## src/logic/pllcfg_regs.vh

```
// register offsets, field positions, encodings and reset values for the pll clock path config
`ifndef PLLCFG_REGS_VH
`define PLLCFG_REGS_VH
// register indices (printed offsets); byte address is four times the index
`define PLLCFG_IDX_PWR_PUMP      10'h010
`define PLLCFG_IDX_ANTIBACKLASH  10'h017
`define PLLCFG_IDX_VCO_CAL       10'h018
`define PLLCFG_IDX_VCO_DIV       10'h1e0
`define PLLCFG_IDX_SRC_ROUTE     10'h1e1
`define PLLCFG_IDX_COMMIT        10'h232
`define PLLCFG_IDX_ACTIVE_STAT   10'h3f0
// fields of the pll power and pump control register
`define PLLCFG_PWR_LSB           0
`define PLLCFG_PUMP_MODE_LSB     2
`define PLLCFG_CP_CUR_LSB        4
`define PLLCFG_PFD_POL_BIT       7
// field encodings
`define PLLCFG_PWR_NORMAL        2'h0
`define PLLCFG_PWR_ASYNC_DOWN    2'h1
`define PLLCFG_PUMP_HIZ          2'h0
`define PLLCFG_PUMP_UP           2'h1
`define PLLCFG_PUMP_DOWN         2'h2
`define PLLCFG_PUMP_NORMAL       2'h3
// reset values
`define PLLCFG_RST_PWR_PUMP      8'h01
`define PLLCFG_RST_ANTIBACKLASH  8'h00
`define PLLCFG_RST_VCO_CAL       8'h00
`define PLLCFG_RST_VCO_DIV       8'h00
`define PLLCFG_RST_SRC_ROUTE     8'h00
// source routing bits
`define PLLCFG_ROUTE_BYPASS_BIT  0
`define PLLCFG_ROUTE_SRC_VCO_BIT 1
// commit strobe bit and calibration bit
`define PLLCFG_COMMIT_BIT        0
`define PLLCFG_CAL_BIT           0
// vco divider select: code 0 gives 2, codes 1..4 give 3..6, code 5 gives 1
`define PLLCFG_VCO_DIV_MAX_CODE  3'h5
`endif

```

## src/logic/pllcfg_top.v

```verilog
// pll power, charge pump, pfd and distribution source routing configuration with ahb-lite slave
//
// Operation
// after power-up pll sits in async power-down; external clock goes through vco divider
// routing and pll power defaults reload at power-up and on every reset
// vco divider ratios 1 to 6; select code 000b means divide by two
// source bit clear picks external clock; bypass bit clear routes through divider
// software writes 00b to pll power field for normal pll operation
// with external clock selected the internal vco stays unused and off
// with external vco the oscillator input feeds the feedback prescaler directly
// pfd polarity bit: 0 positive, 1 negative tuning slope
// pfd compares reference and feedback divider outputs, drives pump up or down
// two-bit field sets antibacklash pulse width of the pfd delay element
// two-bit pump mode: high impedance, normal, forced up, forced down
// charge pump current has eight steps from 0.6 to 4.8 milliamp
// software calibrates vco at first setup and when nominal frequency changes
// software sets calibration bit then commits; clears and commits before recalibrating
// routing and pll control take effect only on the commit strobe
`include "pllcfg_regs.vh"
module pllcfg_top (
  input  wire        clk_in,
  input  wire        reset_in,
  input  wire        hsel_in,
  input  wire [31:0] haddr_in,
  input  wire [1:0]  htrans_in,
  input  wire        hwrite_in,
  input  wire [2:0]  hsize_in,
  input  wire [31:0] hwdata_in,
  input  wire        hready_in,
  input  wire        ref_div_edge_in,
  input  wire        fb_div_edge_in,
  output reg  [31:0] hrdata_out,
  output wire        hreadyout_out,
  output wire        hresp_out,
  output reg  [1:0]  pll_power_out,
  output reg  [1:0]  pump_mode_out,
  output reg  [2:0]  pump_current_out,
  output reg         pfd_negative_out,
  output reg  [1:0]  antibacklash_out,
  output reg  [2:0]  vco_div_ratio_out,
  output reg         src_vco_out,
  output reg         div_bypass_out,
  output reg         vco_enable_out,
  output reg         prescaler_ext_out,
  output reg         vco_cal_start_out,
  output reg         pump_up_out,
  output reg         pump_down_out
);

  // staged (software-visible) registers
  reg  [7:0] pwr_pump_r;
  reg  [7:0] antibacklash_r;
  reg  [7:0] vco_cal_r;
  reg  [7:0] vco_div_r;
  reg  [7:0] src_route_r;
  // active copies loaded by the commit strobe
  reg  [7:0] act_pwr_pump_r;
  reg  [7:0] act_antibacklash_r;
  reg  [7:0] act_vco_div_r;
  reg  [7:0] act_src_route_r;
  reg        act_cal_r;
  // ahb address phase capture
  reg        wr_pend_r;
  reg        rd_pend_r;
  reg  [9:0] idx_r;
  reg  [7:0] rd_nxt;
  reg  [2:0] ratio_nxt;
  reg        pfd_up_r;
  reg        pfd_down_r;
  reg        ref_d_r;
  reg        fb_d_r;

  wire       addr_phase;
  wire [9:0] addr_idx;
  wire       commit;
  wire       ref_rise;
  wire       fb_rise;
  wire       pll_on;

  assign addr_phase    = hsel_in & hready_in & htrans_in[1];
  assign addr_idx      = haddr_in[11:2];
  // one wait state on reads so the registered read data stands when hready is sampled
  assign hreadyout_out = ~rd_pend_r;
  assign hresp_out     = 1'b0;
  // commit is a write of 1 to the strobe bit; the register itself holds nothing
  assign commit        = wr_pend_r & (idx_r == `PLLCFG_IDX_COMMIT) &
                         hwdata_in[`PLLCFG_COMMIT_BIT];

  always @(posedge clk_in) begin
    if (reset_in) begin
      wr_pend_r <= 1'b0;
      rd_pend_r <= 1'b0;
      idx_r     <= 10'h000;
    end else begin
      wr_pend_r <= addr_phase & hwrite_in;
      rd_pend_r <= addr_phase & ~hwrite_in;
      if (addr_phase) begin
        idx_r <= addr_idx;
      end
    end
  end

  // staged register writes; reset reloads the defaults
  always @(posedge clk_in) begin
    if (reset_in) begin
      pwr_pump_r     <= `PLLCFG_RST_PWR_PUMP;
      antibacklash_r <= `PLLCFG_RST_ANTIBACKLASH;
      vco_cal_r      <= `PLLCFG_RST_VCO_CAL;
      vco_div_r      <= `PLLCFG_RST_VCO_DIV;
      src_route_r    <= `PLLCFG_RST_SRC_ROUTE;
    end else if (wr_pend_r) begin
      case (idx_r)
        `PLLCFG_IDX_PWR_PUMP:     pwr_pump_r     <= hwdata_in[7:0];
        `PLLCFG_IDX_ANTIBACKLASH: antibacklash_r <= {6'h00, hwdata_in[1:0]};
        `PLLCFG_IDX_VCO_CAL:      vco_cal_r      <= {7'h00, hwdata_in[0]};
        `PLLCFG_IDX_VCO_DIV:      vco_div_r      <= {5'h00, hwdata_in[2:0]};
        `PLLCFG_IDX_SRC_ROUTE:    src_route_r    <= {6'h00, hwdata_in[1:0]};
        default: ;
      endcase
    end
  end

  // active copies change only on commit so multi-field changes land together
  always @(posedge clk_in) begin
    if (reset_in) begin
      act_pwr_pump_r     <= `PLLCFG_RST_PWR_PUMP;
      act_antibacklash_r <= `PLLCFG_RST_ANTIBACKLASH;
      act_vco_div_r      <= `PLLCFG_RST_VCO_DIV;
      act_src_route_r    <= `PLLCFG_RST_SRC_ROUTE;
      act_cal_r          <= 1'b0;
    end else if (commit) begin
      act_pwr_pump_r     <= pwr_pump_r;
      act_antibacklash_r <= antibacklash_r;
      act_vco_div_r      <= vco_div_r;
      act_src_route_r    <= src_route_r;
      act_cal_r          <= vco_cal_r[`PLLCFG_CAL_BIT];
    end
  end

  // read mux; unmapped indices read zero
  always @* begin
    rd_nxt = 8'h00;
    case (idx_r)
      `PLLCFG_IDX_PWR_PUMP:     rd_nxt = pwr_pump_r;
      `PLLCFG_IDX_ANTIBACKLASH: rd_nxt = antibacklash_r;
      `PLLCFG_IDX_VCO_CAL:      rd_nxt = vco_cal_r;
      `PLLCFG_IDX_VCO_DIV:      rd_nxt = vco_div_r;
      `PLLCFG_IDX_SRC_ROUTE:    rd_nxt = src_route_r;
      `PLLCFG_IDX_ACTIVE_STAT:  rd_nxt = {vco_enable_out, prescaler_ext_out, src_vco_out,
                                          div_bypass_out, pump_up_out, pump_down_out,
                                          act_pwr_pump_r[1:0]};
      default:                  rd_nxt = 8'h00;
    endcase
  end

  // read data stands in the data phase, two cycles after the address phase
  always @(posedge clk_in) begin
    if (reset_in) begin
      hrdata_out <= 32'h00000000;
    end else if (rd_pend_r) begin
      hrdata_out <= {24'h000000, rd_nxt};
    end else if (addr_phase & ~hwrite_in) begin
      hrdata_out <= 32'h00000000;
    end
  end

  // divider select code to ratio; codes above the top one hold at six
  always @* begin
    case (act_vco_div_r[2:0])
      3'h0:    ratio_nxt = 3'h2;
      3'h1:    ratio_nxt = 3'h3;
      3'h2:    ratio_nxt = 3'h4;
      3'h3:    ratio_nxt = 3'h5;
      3'h4:    ratio_nxt = 3'h6;
      3'h5:    ratio_nxt = 3'h1;
      default: ratio_nxt = 3'h6;
    endcase
  end

  assign pll_on = (act_pwr_pump_r[1:0] == `PLLCFG_PWR_NORMAL);

  // decoded configuration outputs
  always @(posedge clk_in) begin
    if (reset_in) begin
      pll_power_out     <= `PLLCFG_PWR_ASYNC_DOWN;
      pump_mode_out     <= `PLLCFG_PUMP_HIZ;
      pump_current_out  <= 3'h0;
      pfd_negative_out  <= 1'b0;
      antibacklash_out  <= 2'h0;
      vco_div_ratio_out <= 3'h2;
      src_vco_out       <= 1'b0;
      div_bypass_out    <= 1'b0;
      vco_enable_out    <= 1'b0;
      prescaler_ext_out <= 1'b1;
      vco_cal_start_out <= 1'b0;
    end else begin
      pll_power_out     <= act_pwr_pump_r[1:0];
      pump_mode_out     <= act_pwr_pump_r[3:2];
      pump_current_out  <= act_pwr_pump_r[6:4];
      pfd_negative_out  <= act_pwr_pump_r[`PLLCFG_PFD_POL_BIT];
      antibacklash_out  <= act_antibacklash_r[1:0];
      vco_div_ratio_out <= ratio_nxt;
      src_vco_out       <= act_src_route_r[`PLLCFG_ROUTE_SRC_VCO_BIT];
      div_bypass_out    <= act_src_route_r[`PLLCFG_ROUTE_BYPASS_BIT];
      // internal vco powers only when it is the chosen source
      vco_enable_out    <= act_src_route_r[`PLLCFG_ROUTE_SRC_VCO_BIT];
      prescaler_ext_out <= ~act_src_route_r[`PLLCFG_ROUTE_SRC_VCO_BIT];
      // calibration only starts if the vco is the source and the loop is powered
      vco_cal_start_out <= act_cal_r & pll_on &
                           act_src_route_r[`PLLCFG_ROUTE_SRC_VCO_BIT];
    end
  end

  // rising edge detection on the divider outputs; inputs are from logic on this clock
  wire ref_now = ref_div_edge_in;
  wire fb_now  = fb_div_edge_in;
  assign ref_rise = ref_now & ~ref_d_r;
  assign fb_rise  = fb_now & ~fb_d_r;

  // three-state pfd: an edge on one side raises its flag, both raised clear together
  always @(posedge clk_in) begin
    if (reset_in) begin
      ref_d_r    <= 1'b0;
      fb_d_r     <= 1'b0;
      pfd_up_r   <= 1'b0;
      pfd_down_r <= 1'b0;
    end else begin
      ref_d_r <= ref_now;
      fb_d_r  <= fb_now;
      if (!pll_on) begin
        pfd_up_r   <= 1'b0;
        pfd_down_r <= 1'b0;
      end else if ((pfd_up_r | ref_rise) & (pfd_down_r | fb_rise)) begin
        pfd_up_r   <= 1'b0;
        pfd_down_r <= 1'b0;
      end else begin
        pfd_up_r   <= pfd_up_r | ref_rise;
        pfd_down_r <= pfd_down_r | fb_rise;
      end
    end
  end

  // pump drive after mode and polarity; in normal mode negative polarity swaps the directions
  always @(posedge clk_in) begin
    if (reset_in) begin
      pump_up_out   <= 1'b0;
      pump_down_out <= 1'b0;
    end else if (!pll_on) begin
      pump_up_out   <= 1'b0;
      pump_down_out <= 1'b0;
    end else begin
      case (act_pwr_pump_r[3:2])
        `PLLCFG_PUMP_UP: begin
          pump_up_out   <= 1'b1;
          pump_down_out <= 1'b0;
        end
        `PLLCFG_PUMP_DOWN: begin
          pump_up_out   <= 1'b0;
          pump_down_out <= 1'b1;
        end
        `PLLCFG_PUMP_NORMAL: begin
          pump_up_out   <= act_pwr_pump_r[7] ? pfd_down_r : pfd_up_r;
          pump_down_out <= act_pwr_pump_r[7] ? pfd_up_r : pfd_down_r;
        end
        default: begin
          pump_up_out   <= 1'b0;
          pump_down_out <= 1'b0;
        end
      endcase
    end
  end

endmodule
```

## config.mk

```make
export PLATFORM = sky130hd
export DESIGN_NAME = pllcfg_top
export DESIGN_NICKNAME = d
export VERILOG_FILES = /design/src/logic/pllcfg_top.v
export VERILOG_INCLUDE_DIRS = /design/src /design/src/logic
export SDC_FILE = /design/constraint.sdc
export NUM_CORES = 1
export LEC_CHECK = 0
export BUFFER_PORTS_ARGS = -buffer_cell sky130_fd_sc_hd__buf_2
export CORE_MARGIN = 5
export CORE_UTILIZATION = 46
export DETAILED_ROUTE_END_ITERATION = 10
export MAX_ROUTING_LAYER = met4
export PLACE_DENSITY = 0.87
export SLEW_MARGIN = 5
export SYNTH_ARGS = -nofsm -noshare
export SYNTH_HDL_FRONTEND = slang
export SYNTH_SLANG_ARGS = --single-unit
```

## constraint.sdc

```tcl
create_clock -name clk_in -period 2.8 [get_ports clk_in]
set_input_delay 0.84 -clock clk_in [delete_from_list [all_inputs] [get_ports clk_in]]
set_output_delay 0.84 -clock clk_in [all_outputs]
set_load 0.02 [all_outputs]
```

==> results of run 1 <==
-- cell type report --
cell class	instances	area [um^2]	share of cell area, %
Sequential cell	75	1500	43.3
Multi-Input combinational cell	240	1360	39.1
Timing Repair Buffer	56	285	8.23
Clock buffer	9	124	3.57
Tap cell	77	96.3	2.78
Clock inverter	7	81.3	2.34
Inverter	6	22.5	0.649
-- how the worst max path moves through the flow --
| stage | startpoint | endpoint | slack [ns] | cells past startpoint |
|---|---|---|---|---|
| floorplan | hwdata_in[0] | act_pwr_pump_r[0] | 1.14 | 6 |
| global route | idx_r[4] | act_pwr_pump_r[1] | 0.52 | 4 |
| detailed placement | hwdata_in[0] | act_pwr_pump_r[7] | 0.63 | 5 |
| finish | idx_r[4] | act_pwr_pump_r[1] | 0.69 | 4 |
| global placement | hwdata_in[0] | act_vco_div_r[1] | 0.69 | 5 |
| CTS | idx_r[4] | act_pwr_pump_r[1] | 0.70 | 4 |
-- cells in the final DEF, fill, tap and decap left out, types with 5 or more instances in the layout --
| master | count |
|---|---|
| inv_1 | 6 |
| nor2b_1 | 12 |
| nand2_1 | 62 |
| a22o_1 | 8 |
| nor2_1 | 23 |
| nand3_1 | 8 |
| clkbuf_8 | 9 |
| conb_1 | 25 |
| buf_2 | 54 |
| nand4_1 | 5 |
| mux2i_1 | 18 |
| dfxtp_1 | 75 |
| a21oi_1 | 33 |
-- cell usage after synthesis, types with 3 or more instances --
library cell  count  area share (%)
a21o_1            3            0.73
nand2_1          62             7.6
or3_1             3            0.61
nand4_1           5             1.0
buf_4            27             6.6
nor3b_1           3            0.73
nor4b_1           3            0.85
a21oi_1          33             5.4
mux2i_1          18             5.9
nor2b_1          12             2.4
a22o_1            8             2.3
clkbuf_1          8            0.98
dfxtp_1          75              49
inv_1             6            0.73
nand3_1           8             1.3
nor2_1           23             2.8
nor3_1            3            0.49
-- cells by family (layout without fill, tap and decap cells) --
group                  Yosys count  count (layout)
AOI/OAI and AO/OA               52              52
other                            1              25
buffers and inverters           46              78
and+or+nand+nor                144             144
muxes                           19              19
DFF                             75              75
-- metal layers --
layer	share of wire (%)	vias to the layer above
li1	-	1198
met1	43	1106
met2	48	69
met3	5.8	18
met4	3.2	0
met5	0	-
-- registers in the layout, indices dropped and copies added (netlist names), 3 cells and up --
register           cells
pump_current_out       3
hrdata_out             8
act_vco_div_r          3
idx_r                 10
vco_div_ratio_out      3
act_pwr_pump_r         8
vco_div_r              3
pwr_pump_r             8
-- worst register-to-register path: cells and delay by family, from the launching register on --
family | cells | cell delay, ns
AO/OA/AOI/OAI | 1 | 0.08
flip-flops | 1 | 0.44
AND/OR/NAND/NOR | 3 | 1.47
-- power by group through the flow --
stage	sequential, W	combinational, W	clock [W]
2_1_floorplan	0.00110	0.000104	0
3_3_place_gp	0.00111	0.000102	0
3_5_place_dp	0.00111	0.000104	0
4_1_cts	0.00108	0.000104	0.000868
5_1_grt	0.00108	0.000115	0.000914
6_report	0.00108	0.000105	0.000856
-- per-stage QoR --
step                      util [%]  total power, W  setup slack [ns]
after floorplan                  -         0.00121              1.14
after global placement        50.8         0.00121             0.686
after detailed placement      50.8         0.00121             0.634
after CTS                     54.0         0.00205             0.699
after global routing          54.0         0.00211             0.520
final                         54.0         0.00204             0.690
==> results.toml, run 1 <==
[sta]
rsz0062_at_grt = "false"
holdWs_ns = 0.450
relSlewSlack_pct = 53.9
skew_ns = 0.0155
fin_setup_tns_ns = 0
tightest_slew_ns = 0.689
fmax_mhz = 474
finalSetupViolCount = 0
slew_viol_final = 0
hold_violations = 0
period_share_pct = 75.4
post-route-min-period_ns = 2.11

[pwr]
power.share.combinational_pct = 5.1
internal-power_w = 0.00153
p_leak_nw = 1.48
power_switching_w = 0.000518
clkPwrFrac_pct = 41.9
max-vdd-ir-drop_uv = 227
seq_power_share_pct = 53.0
swShare_pct = 25.3
power.density_nw_per_um2 = 589

[placement]
dpl.cell_count = 454
port_buffers = 54
dpl_cell_area_um2 = 3260
dp_hpwl_mm = 4.84
gp_congestion = 0.897

[clock_network]
cts.sinks = 75
htree_num_levels = 3
clk_pin_slew_worst_paths_ns = 0.08
cts_root_buf = "clkbuf_8"
cts_made_buffers = 9
cts_resized = 0
cts_tree = "built"
cts_setup_buffers = 0
cts_hold_buf = 0
clk_latency_ns = 0.36
clockBufferDepth = 2

[logic_synthesis]
synthCells = 337
async_flop_share_pct = 0
synthMuxAreaShare_pct = 6.22
synthXorXnorAreaFrac_pct = 0
synth-edff-count = 0
yosys_warnings = 0
syn_area_per_cell_um2 = 9.14
synth_top_family_by_area = "simple AND/OR/NAND/NOR gates"
ys_seq_area_share_pct = 48.8
synth_fa_ha_area_share_pct = 0
synth_compound_area_share_pct = 10.4
syn_area_um2 = 3080
synth_ff_type = "dfxtp_1"
synth-simple-area-share_pct = 24.4
ys_ff_latch = 75
synth.distinct_cells = 43

[finish]
final_cells = 470
fillers = 577
diodes = 0
drive_gt1_share_pct = 21.4
area_growth_pct = 12.6
fin_area_um2 = 3470
nets = 464

[detailed_routing]
drtIter0Drc = 159
wl_per_cell_um = 14.0
drc_errors = 0
first_pass_iters = 4
ant_nets = 0
via_per_inst = 5.09
wl_mm = 6.59
vias = 2391

[grt]
antenna_found_initial = 0
grt_max_degree = 30
grt_use_met3_pct = 3.19
met2_usage_pct = 26.0
grt-ovfl-total = 0
top_usage_layer = "met2"
track_usage_pct = 16.3
grt_first_pass_wirelength_mm = 10.8
use_met1_pct = 18.8
grt_pass1_vias = 2306

[floorplanning]
fp.dieH_um = 91.8
initial_core_util_pct = 47.9
dieArea_um2 = 8430
rows = 29
io_pins = 130
die_x_um = 91.8
coreArea_um2 = 6420

[critical_path]
r2r-start = "idx_r[4]"
reg2reg_depth = 4
crit_family = "simple AND/OR/NAND/NOR gates"
critPathSlowestCell = "nand3_1"
end_kind = "flop"
arrival_ns = 2.34
crit_path_start_kind = "flop"
reg2reg_to = "act_pwr_pump_r[1]"
crit_buf_inv = 0
worstSetupPathType = "reg -> reg"
cp_cell_sequence = "nor4b_4 -> nand3_1 -> nand2_1 -> a21oi_1"
r2r_setup_slack_ns = 0.69
critPathMaxFanout = 16
slowest_delay_ns = 0.66
cp.required_ns = 3.03

[min_path]
hold_class = "reg -> reg"
min_from = "act_cal_r"
min_path_cells = 2
worstHoldEndpoint = "act_cal_r"

[status]
outcome = "completed"

[job]
maxCapViolations = 0
(Power assumes the default switching activity.)
==> run 2: changes to the inputs <==
ABC_AREA = 1   (was not set)
CORE_UTILIZATION = 43   (was 46)
PLACE_DENSITY = 0.85   (was 0.87)
clock period = 1.7 ns   (was 2.8 ns; I/O delays follow)
==> run 2 against run 1 <==
Total power is 69% higher. Count of clock-buffer cells in the layout stayed put. Routed wire length is 2.8% lower. Highest routed layer unchanged. Global-route usage is 1.3 points lower. Critical endpoint is now pwr_pump_r[7]. Worst setup slack worse by 0.47 ns.
==> results.toml, run 2 <==
[floorplanning]
rows = 31
die_x_um = 95.8
dieArea_um2 = 9180
coreArea_um2 = 7210
initial_core_util_pct = 43.9
io_pins = 130
fp.dieH_um = 95.8

[grt]
grt_pass1_vias = 2309
antenna_found_initial = 0
grt_first_pass_wirelength_mm = 10.3
track_usage_pct = 15.0
grt-ovfl-total = 0
grt_max_degree = 43

[critical_path]
end_kind = "flop"
arrival_ns = 1.71
setup.worst_path.start = "idx_r[4]"
cp.required_ns = 1.94
crit_path_frequent_cell = "nor2_2"
worstSetupPathType = "reg -> reg"
cp_cell_sequence = "inv_2 -> nor2_2 -> nand3_2 -> nor2_2 -> nand2_2 -> o21ai_0 -> a21oi_1"
critPathSlowestCell = "dfxtp_1"
critPathMaxFanout = 16
crit_path_start_kind = "flop"
r2r-start = "idx_r[4]"
slowest_delay_ns = 0.37

[logic_synthesis]
syn_area_um2 = 3170
synth_top_area_share_pct = 47.4
synthTopCellsByCount = "75 x dfxtp_1, 51 x inv_1, 41 x nand2_1, 34 x a21oi_1, 32 x nor2_1"
ys_ff_latch = 75
synth_ff_type = "dfxtp_1"
synth_compound_area_share_pct = 19.3
synth-simple-area-share_pct = 17.1
ys_seq_area_share_pct = 47.4
synthCells = 389
synthMuxAreaShare_pct = 0
synth.most_common_cell = "dfxtp_1"
synth_top_area_cell = "dfxtp_1"
synth_top_family_by_area = "compound AO/OA/AOI/OAI gates"
synth-edff-count = 0
synthXorXnorAreaFrac_pct = 0
synth.distinct_cells = 32
async_flop_share_pct = 0
yosys_warnings = 0
synth_area_leaders = "dfxtp_1 47%, buf_4 6.2%, inv_1 6.0%, a21oi_1 5.4%, nand2_1 4.9%"
synth_fa_ha_area_share_pct = 0
syn_area_per_cell_um2 = 8.14

[detailed_routing]
ant_nets = 0
wl_per_cell_um = 11.7
vias = 2534
drtIter0Drc = 146
drc_errors = 0
wl_mm = 6.40
first_pass_iters = 5
via_per_inst = 4.62

[min_path]
min_from = "hwrite_in"
hold_class = "in -> reg"

[pwr]
p_leak_nw = 1.52
max-vdd-ir-drop_uv = 480
power.density_nw_per_um2 = 945

[finish]
final_cells = 549
regMostFlops = "idx_r"
fillers = 719
multi_input_area_um2 = 1250
area_growth_pct = 15.6
nets = 522
diodes = 0
register_area_um2 = 1500
drive_gt1_share_pct = 27.6
mostFrequentLayoutCell = "dfxtp_1"
fin_area_um2 = 3660
final_cell_mix = "75 x dfxtp_1, 54 x buf_2, 51 x inv_1, 41 x nand2_1, 34 x a21oi_1"
largest_reg_flops = 10

[sta]
hold_violations = 0
skew_ns = 0.0117
slew_viol_final = 0
fin_setup_tns_ns = 0
finalSetupViolCount = 0
post-route-min-period_ns = 1.48
fin_ws_ns = 0.223
fmax_mhz = 677
holdWs_ns = 0.353
rsz0062_at_grt = "false"
period_share_pct = 86.9

[placement]
dp_slack_ns = 0.187
dpl.cell_count = 534
gp_congestion = 0.869
dp_hpwl_mm = 4.83
port_buffers = 54
dpl_cell_area_um2 = 3450

[clock_network]
cts_root_buf = "clkbuf_8"
cts_tree = "built"
clockBufferDepth = 2
clk_latency_ns = 0.35
htree_num_levels = 3
cts.sinks = 75
cts_setup_buffers = 0
clk_pin_slew_worst_paths_ns = 0.08
cts_made_buffers = 9
cts_hold_buf = 0
cts_resized = 0

[status]
outcome = "completed"

[job]
maxCapViolations = 0
==> run 2: cell families (layout without fill, tap and decap cells) <==
group | after synthesis | count (layout)
AND/OR/NAND/NOR | 113 | 113
AO/OA/AOI/OAI | 102 | 102
buffers and inverters | 98 | 135
flip-flops | 75 | 75
other | 1 | 25
==> run 2: final timing paths <==
check	to	slack [ns]	depth (start not counted)
worst max-delay path	pwr_pump_r[7]	0.22	7
worst min-delay path	rd_pend_r	0.35	2
worst max register to register	pwr_pump_r[7]	0.22	7
worst min register to register	pump_current_out[0]	0.42	2
==> run 2: critical path, delay by kind of cell, from the launching register on <==
family	cells	cell delay (ns)
AND/OR/NAND/NOR	4	0.58
buffers and inverters	1	0.07
AO/OA/AOI/OAI	2	0.35
flip-flops	1	0.37
==> run 2: power by group <==
group | total, W | internal (W) | switching [W] | leakage, nW
logic | 0.000214 | 0.0000623 | 0.000151 | 0.810
registers | 0.00179 | 0.00177 | 0.0000154 | 0.606
clock network | 0.00146 | 0.000822 | 0.000638 | 0.106
==> run 2: layer usage <==
metal	track usage [%]	up-vias	part of all wire (%)
met5	-	-	0
met4	4.98	0	1.4
met3	6.33	8	6.5
met2	23.6	66	48
met1	17.3	1146	44
li1	-	1314	-
==> run 2: metrics by stage <==
step / utilization [%] / power (W)
after floorplan: - / 0.00202
after CTS: 50.7 / 0.00350
final: 50.7 / 0.00346
after detailed placement: 47.8 / 0.00204
after global routing: 50.7 / 0.00361
after global placement: 47.8 / 0.00203
==> run 2: area by class of cell <==
| class | count | share of cell area, % |
|---|---|---|
| flip-flops and latches | 75 | 41.0 |
| multi-input cells | 240 | 34.1 |
| well taps | 99 | 3.38 |
| clock inverters | 6 | 2.46 |
| repair buffers | 62 | 9.71 |
| inverters | 58 | 5.95 |
| clock buffers | 9 | 3.38 |
==> run 3: changes to the inputs <==
ABC_AREA = 0   (was 1)
PLACE_DENSITY = 0.86   (was 0.85)
==> run 3 against run 2 <==
Critical path depth decreased by 3. Sequential power about the same. Cell count decreased by 8.7%. Critical endpoint is now hrdata_out[0].
==> results.toml, run 3 (same netlist as run 1, synthesis figures left out) <==
[finish]
drive_gt1_share_pct = 24.2
fin_area_um2 = 3570
regMostFlops = "idx_r"
fillers = 638
final_cell_mix = "74 x dfxtp_1, 62 x nand2_1, 54 x buf_2, 33 x a21oi_1, 25 x conb_1"
mostFrequentLayoutCell = "dfxtp_1"
nets = 476
area_growth_pct = 15.9
diodes = 0
largest_reg_flops = 10

[grt]
met2_usage_pct = 24.4
grt_use_met3_pct = 3.98
top_usage_layer = "met2"
grt_first_pass_wirelength_mm = 10.8
track_usage_pct = 15.9
use_met1_pct = 19.8
grt_max_degree = 23
antenna_found_initial = 0
grt-ovfl-total = 0
grt_pass1_vias = 2339

[detailed_routing]
wl_per_cell_um = 13.4
drtIter0Drc = 135
first_pass_iters = 4
drc_errors = 0
vias = 2416
wl_mm = 6.73
ant_nets = 0
via_per_inst = 4.82

[sta]
skew_ns = 0.00811
post-route-min-period_ns = 1.60
finalSetupViolCount = 0
fin_setup_tns_ns = 0
slew_viol_final = 0
hold_violations = 0
period_share_pct = 94.0
fmax_mhz = 626
fin_ws_ns = 0.103
rsz0062_at_grt = "false"
holdWs_ns = 0.349

[pwr]
max-vdd-ir-drop_uv = 417
power_w = 0.00323
power.density_nw_per_um2 = 906
p_leak_nw = 1.54

[critical_path]
critPathMaxFanout = 7
end_kind = "flop"
arrival_ns = 1.89
cp.required_ns = 1.99
worstSetupPathType = "reg -> reg"
crit_path_start_kind = "flop"

[floorplanning]
rows = 30
io_pins = 130
dieArea_um2 = 8950
fp.dieH_um = 94.6
initial_core_util_pct = 44.8
die_x_um = 94.6
coreArea_um2 = 6870

[placement]
port_buffers = 54
dpl_cell_area_um2 = 3370
gp_congestion = 0.884
dp_slack_ns = 0.0857
dp_hpwl_mm = 5.08

[clock_network]
cts_made_buffers = 9
clk_pin_slew_worst_paths_ns = 0.08
cts_root_buf = "clkbuf_8"
cts_hold_buf = 0
clk_latency_ns = 0.35
clockBufferDepth = 2
cts_tree = "built"
htree_num_levels = 3
cts.sinks = 75

[min_path]
hold_class = "in -> reg"

[status]
outcome = "completed"

[job]
maxCapViolations = 0
==> run 3: cell types whose count changed in the layout (fill, tap and decap cells not counted), sizes merged, moves of 12 or more <==
cell	previous run	this run
a21oi	50	33
inv	59	9
mux2i	0	18
nand2	46	62
nor2	42	24
nor2b	0	12
o21ai	39	0
==> run 3: area by class of cell <==
| type | count | area [um^2] | area share [%] |
|---|---|---|---|
| Clock inverter | 7 | 61.3 | 1.72 |
| Timing Repair Buffer | 68 | 375 | 10.5 |
| Clock buffer | 9 | 124 | 3.47 |
| Inverter | 6 | 22.5 | 0.631 |
| Tap cell | 96 | 120 | 3.36 |
| Multi-Input combinational cell | 240 | 1360 | 38.2 |
| Sequential cell | 75 | 1500 | 42.1 |
==> run 3: final timing paths <==
| path | start | end | slack (ns) | cells after the start |
|---|---|---|---|---|
| worst max-delay path | idx_r[1] | hrdata_out[0] | 0.10 | 4 |
| worst min-delay path | hwrite_in | rd_pend_r | 0.35 | 2 |
| worst max register to register | idx_r[1] | hrdata_out[0] | 0.10 | 4 |
| worst min register to register | act_pwr_pump_r[4] | act_pwr_pump_r[4] | 0.45 | 2 |
==> run 3: report_power, final <==
part / internal (W) / switching [W]
Clock: 0.000554 / 0.000710
Sequential: 0.00177 / 0.0000126
Combinational: 0.0000590 / 0.000132
==> run 3: stage by stage <==
stage / utilization (%) / std cells
4_1_cts: 51.7 / 500
2_1_floorplan: - / 361
3_3_place_gp: 49.1 / 484
3_5_place_dp: 49.1 / 484
5_1_grt: 52.0 / 501
6_report: 52.0 / 501
==> run 3: layer usage <==
layer  vias up  wire (um)  share of wire (%)
met3        10        380                5.6
met5         -          0                  0
li1       1217          -                  -
met1      1114       3110                 46
met2        75       3120                 46
met4         0        119                1.8
==> run 3: critical path, stage by stage, from the launching register on <==
cell      delay (ns)
dfxtp_1         0.38
or3_1           0.41
or4_1           0.49
o211ai_1        0.12
a22o_1          0.14
==> run 3: repair_timing <==
action,4_1_cts,5_1_grt
setup endpoints to repair,0,4
gates resized for setup,0,2
setup buffers,0,1
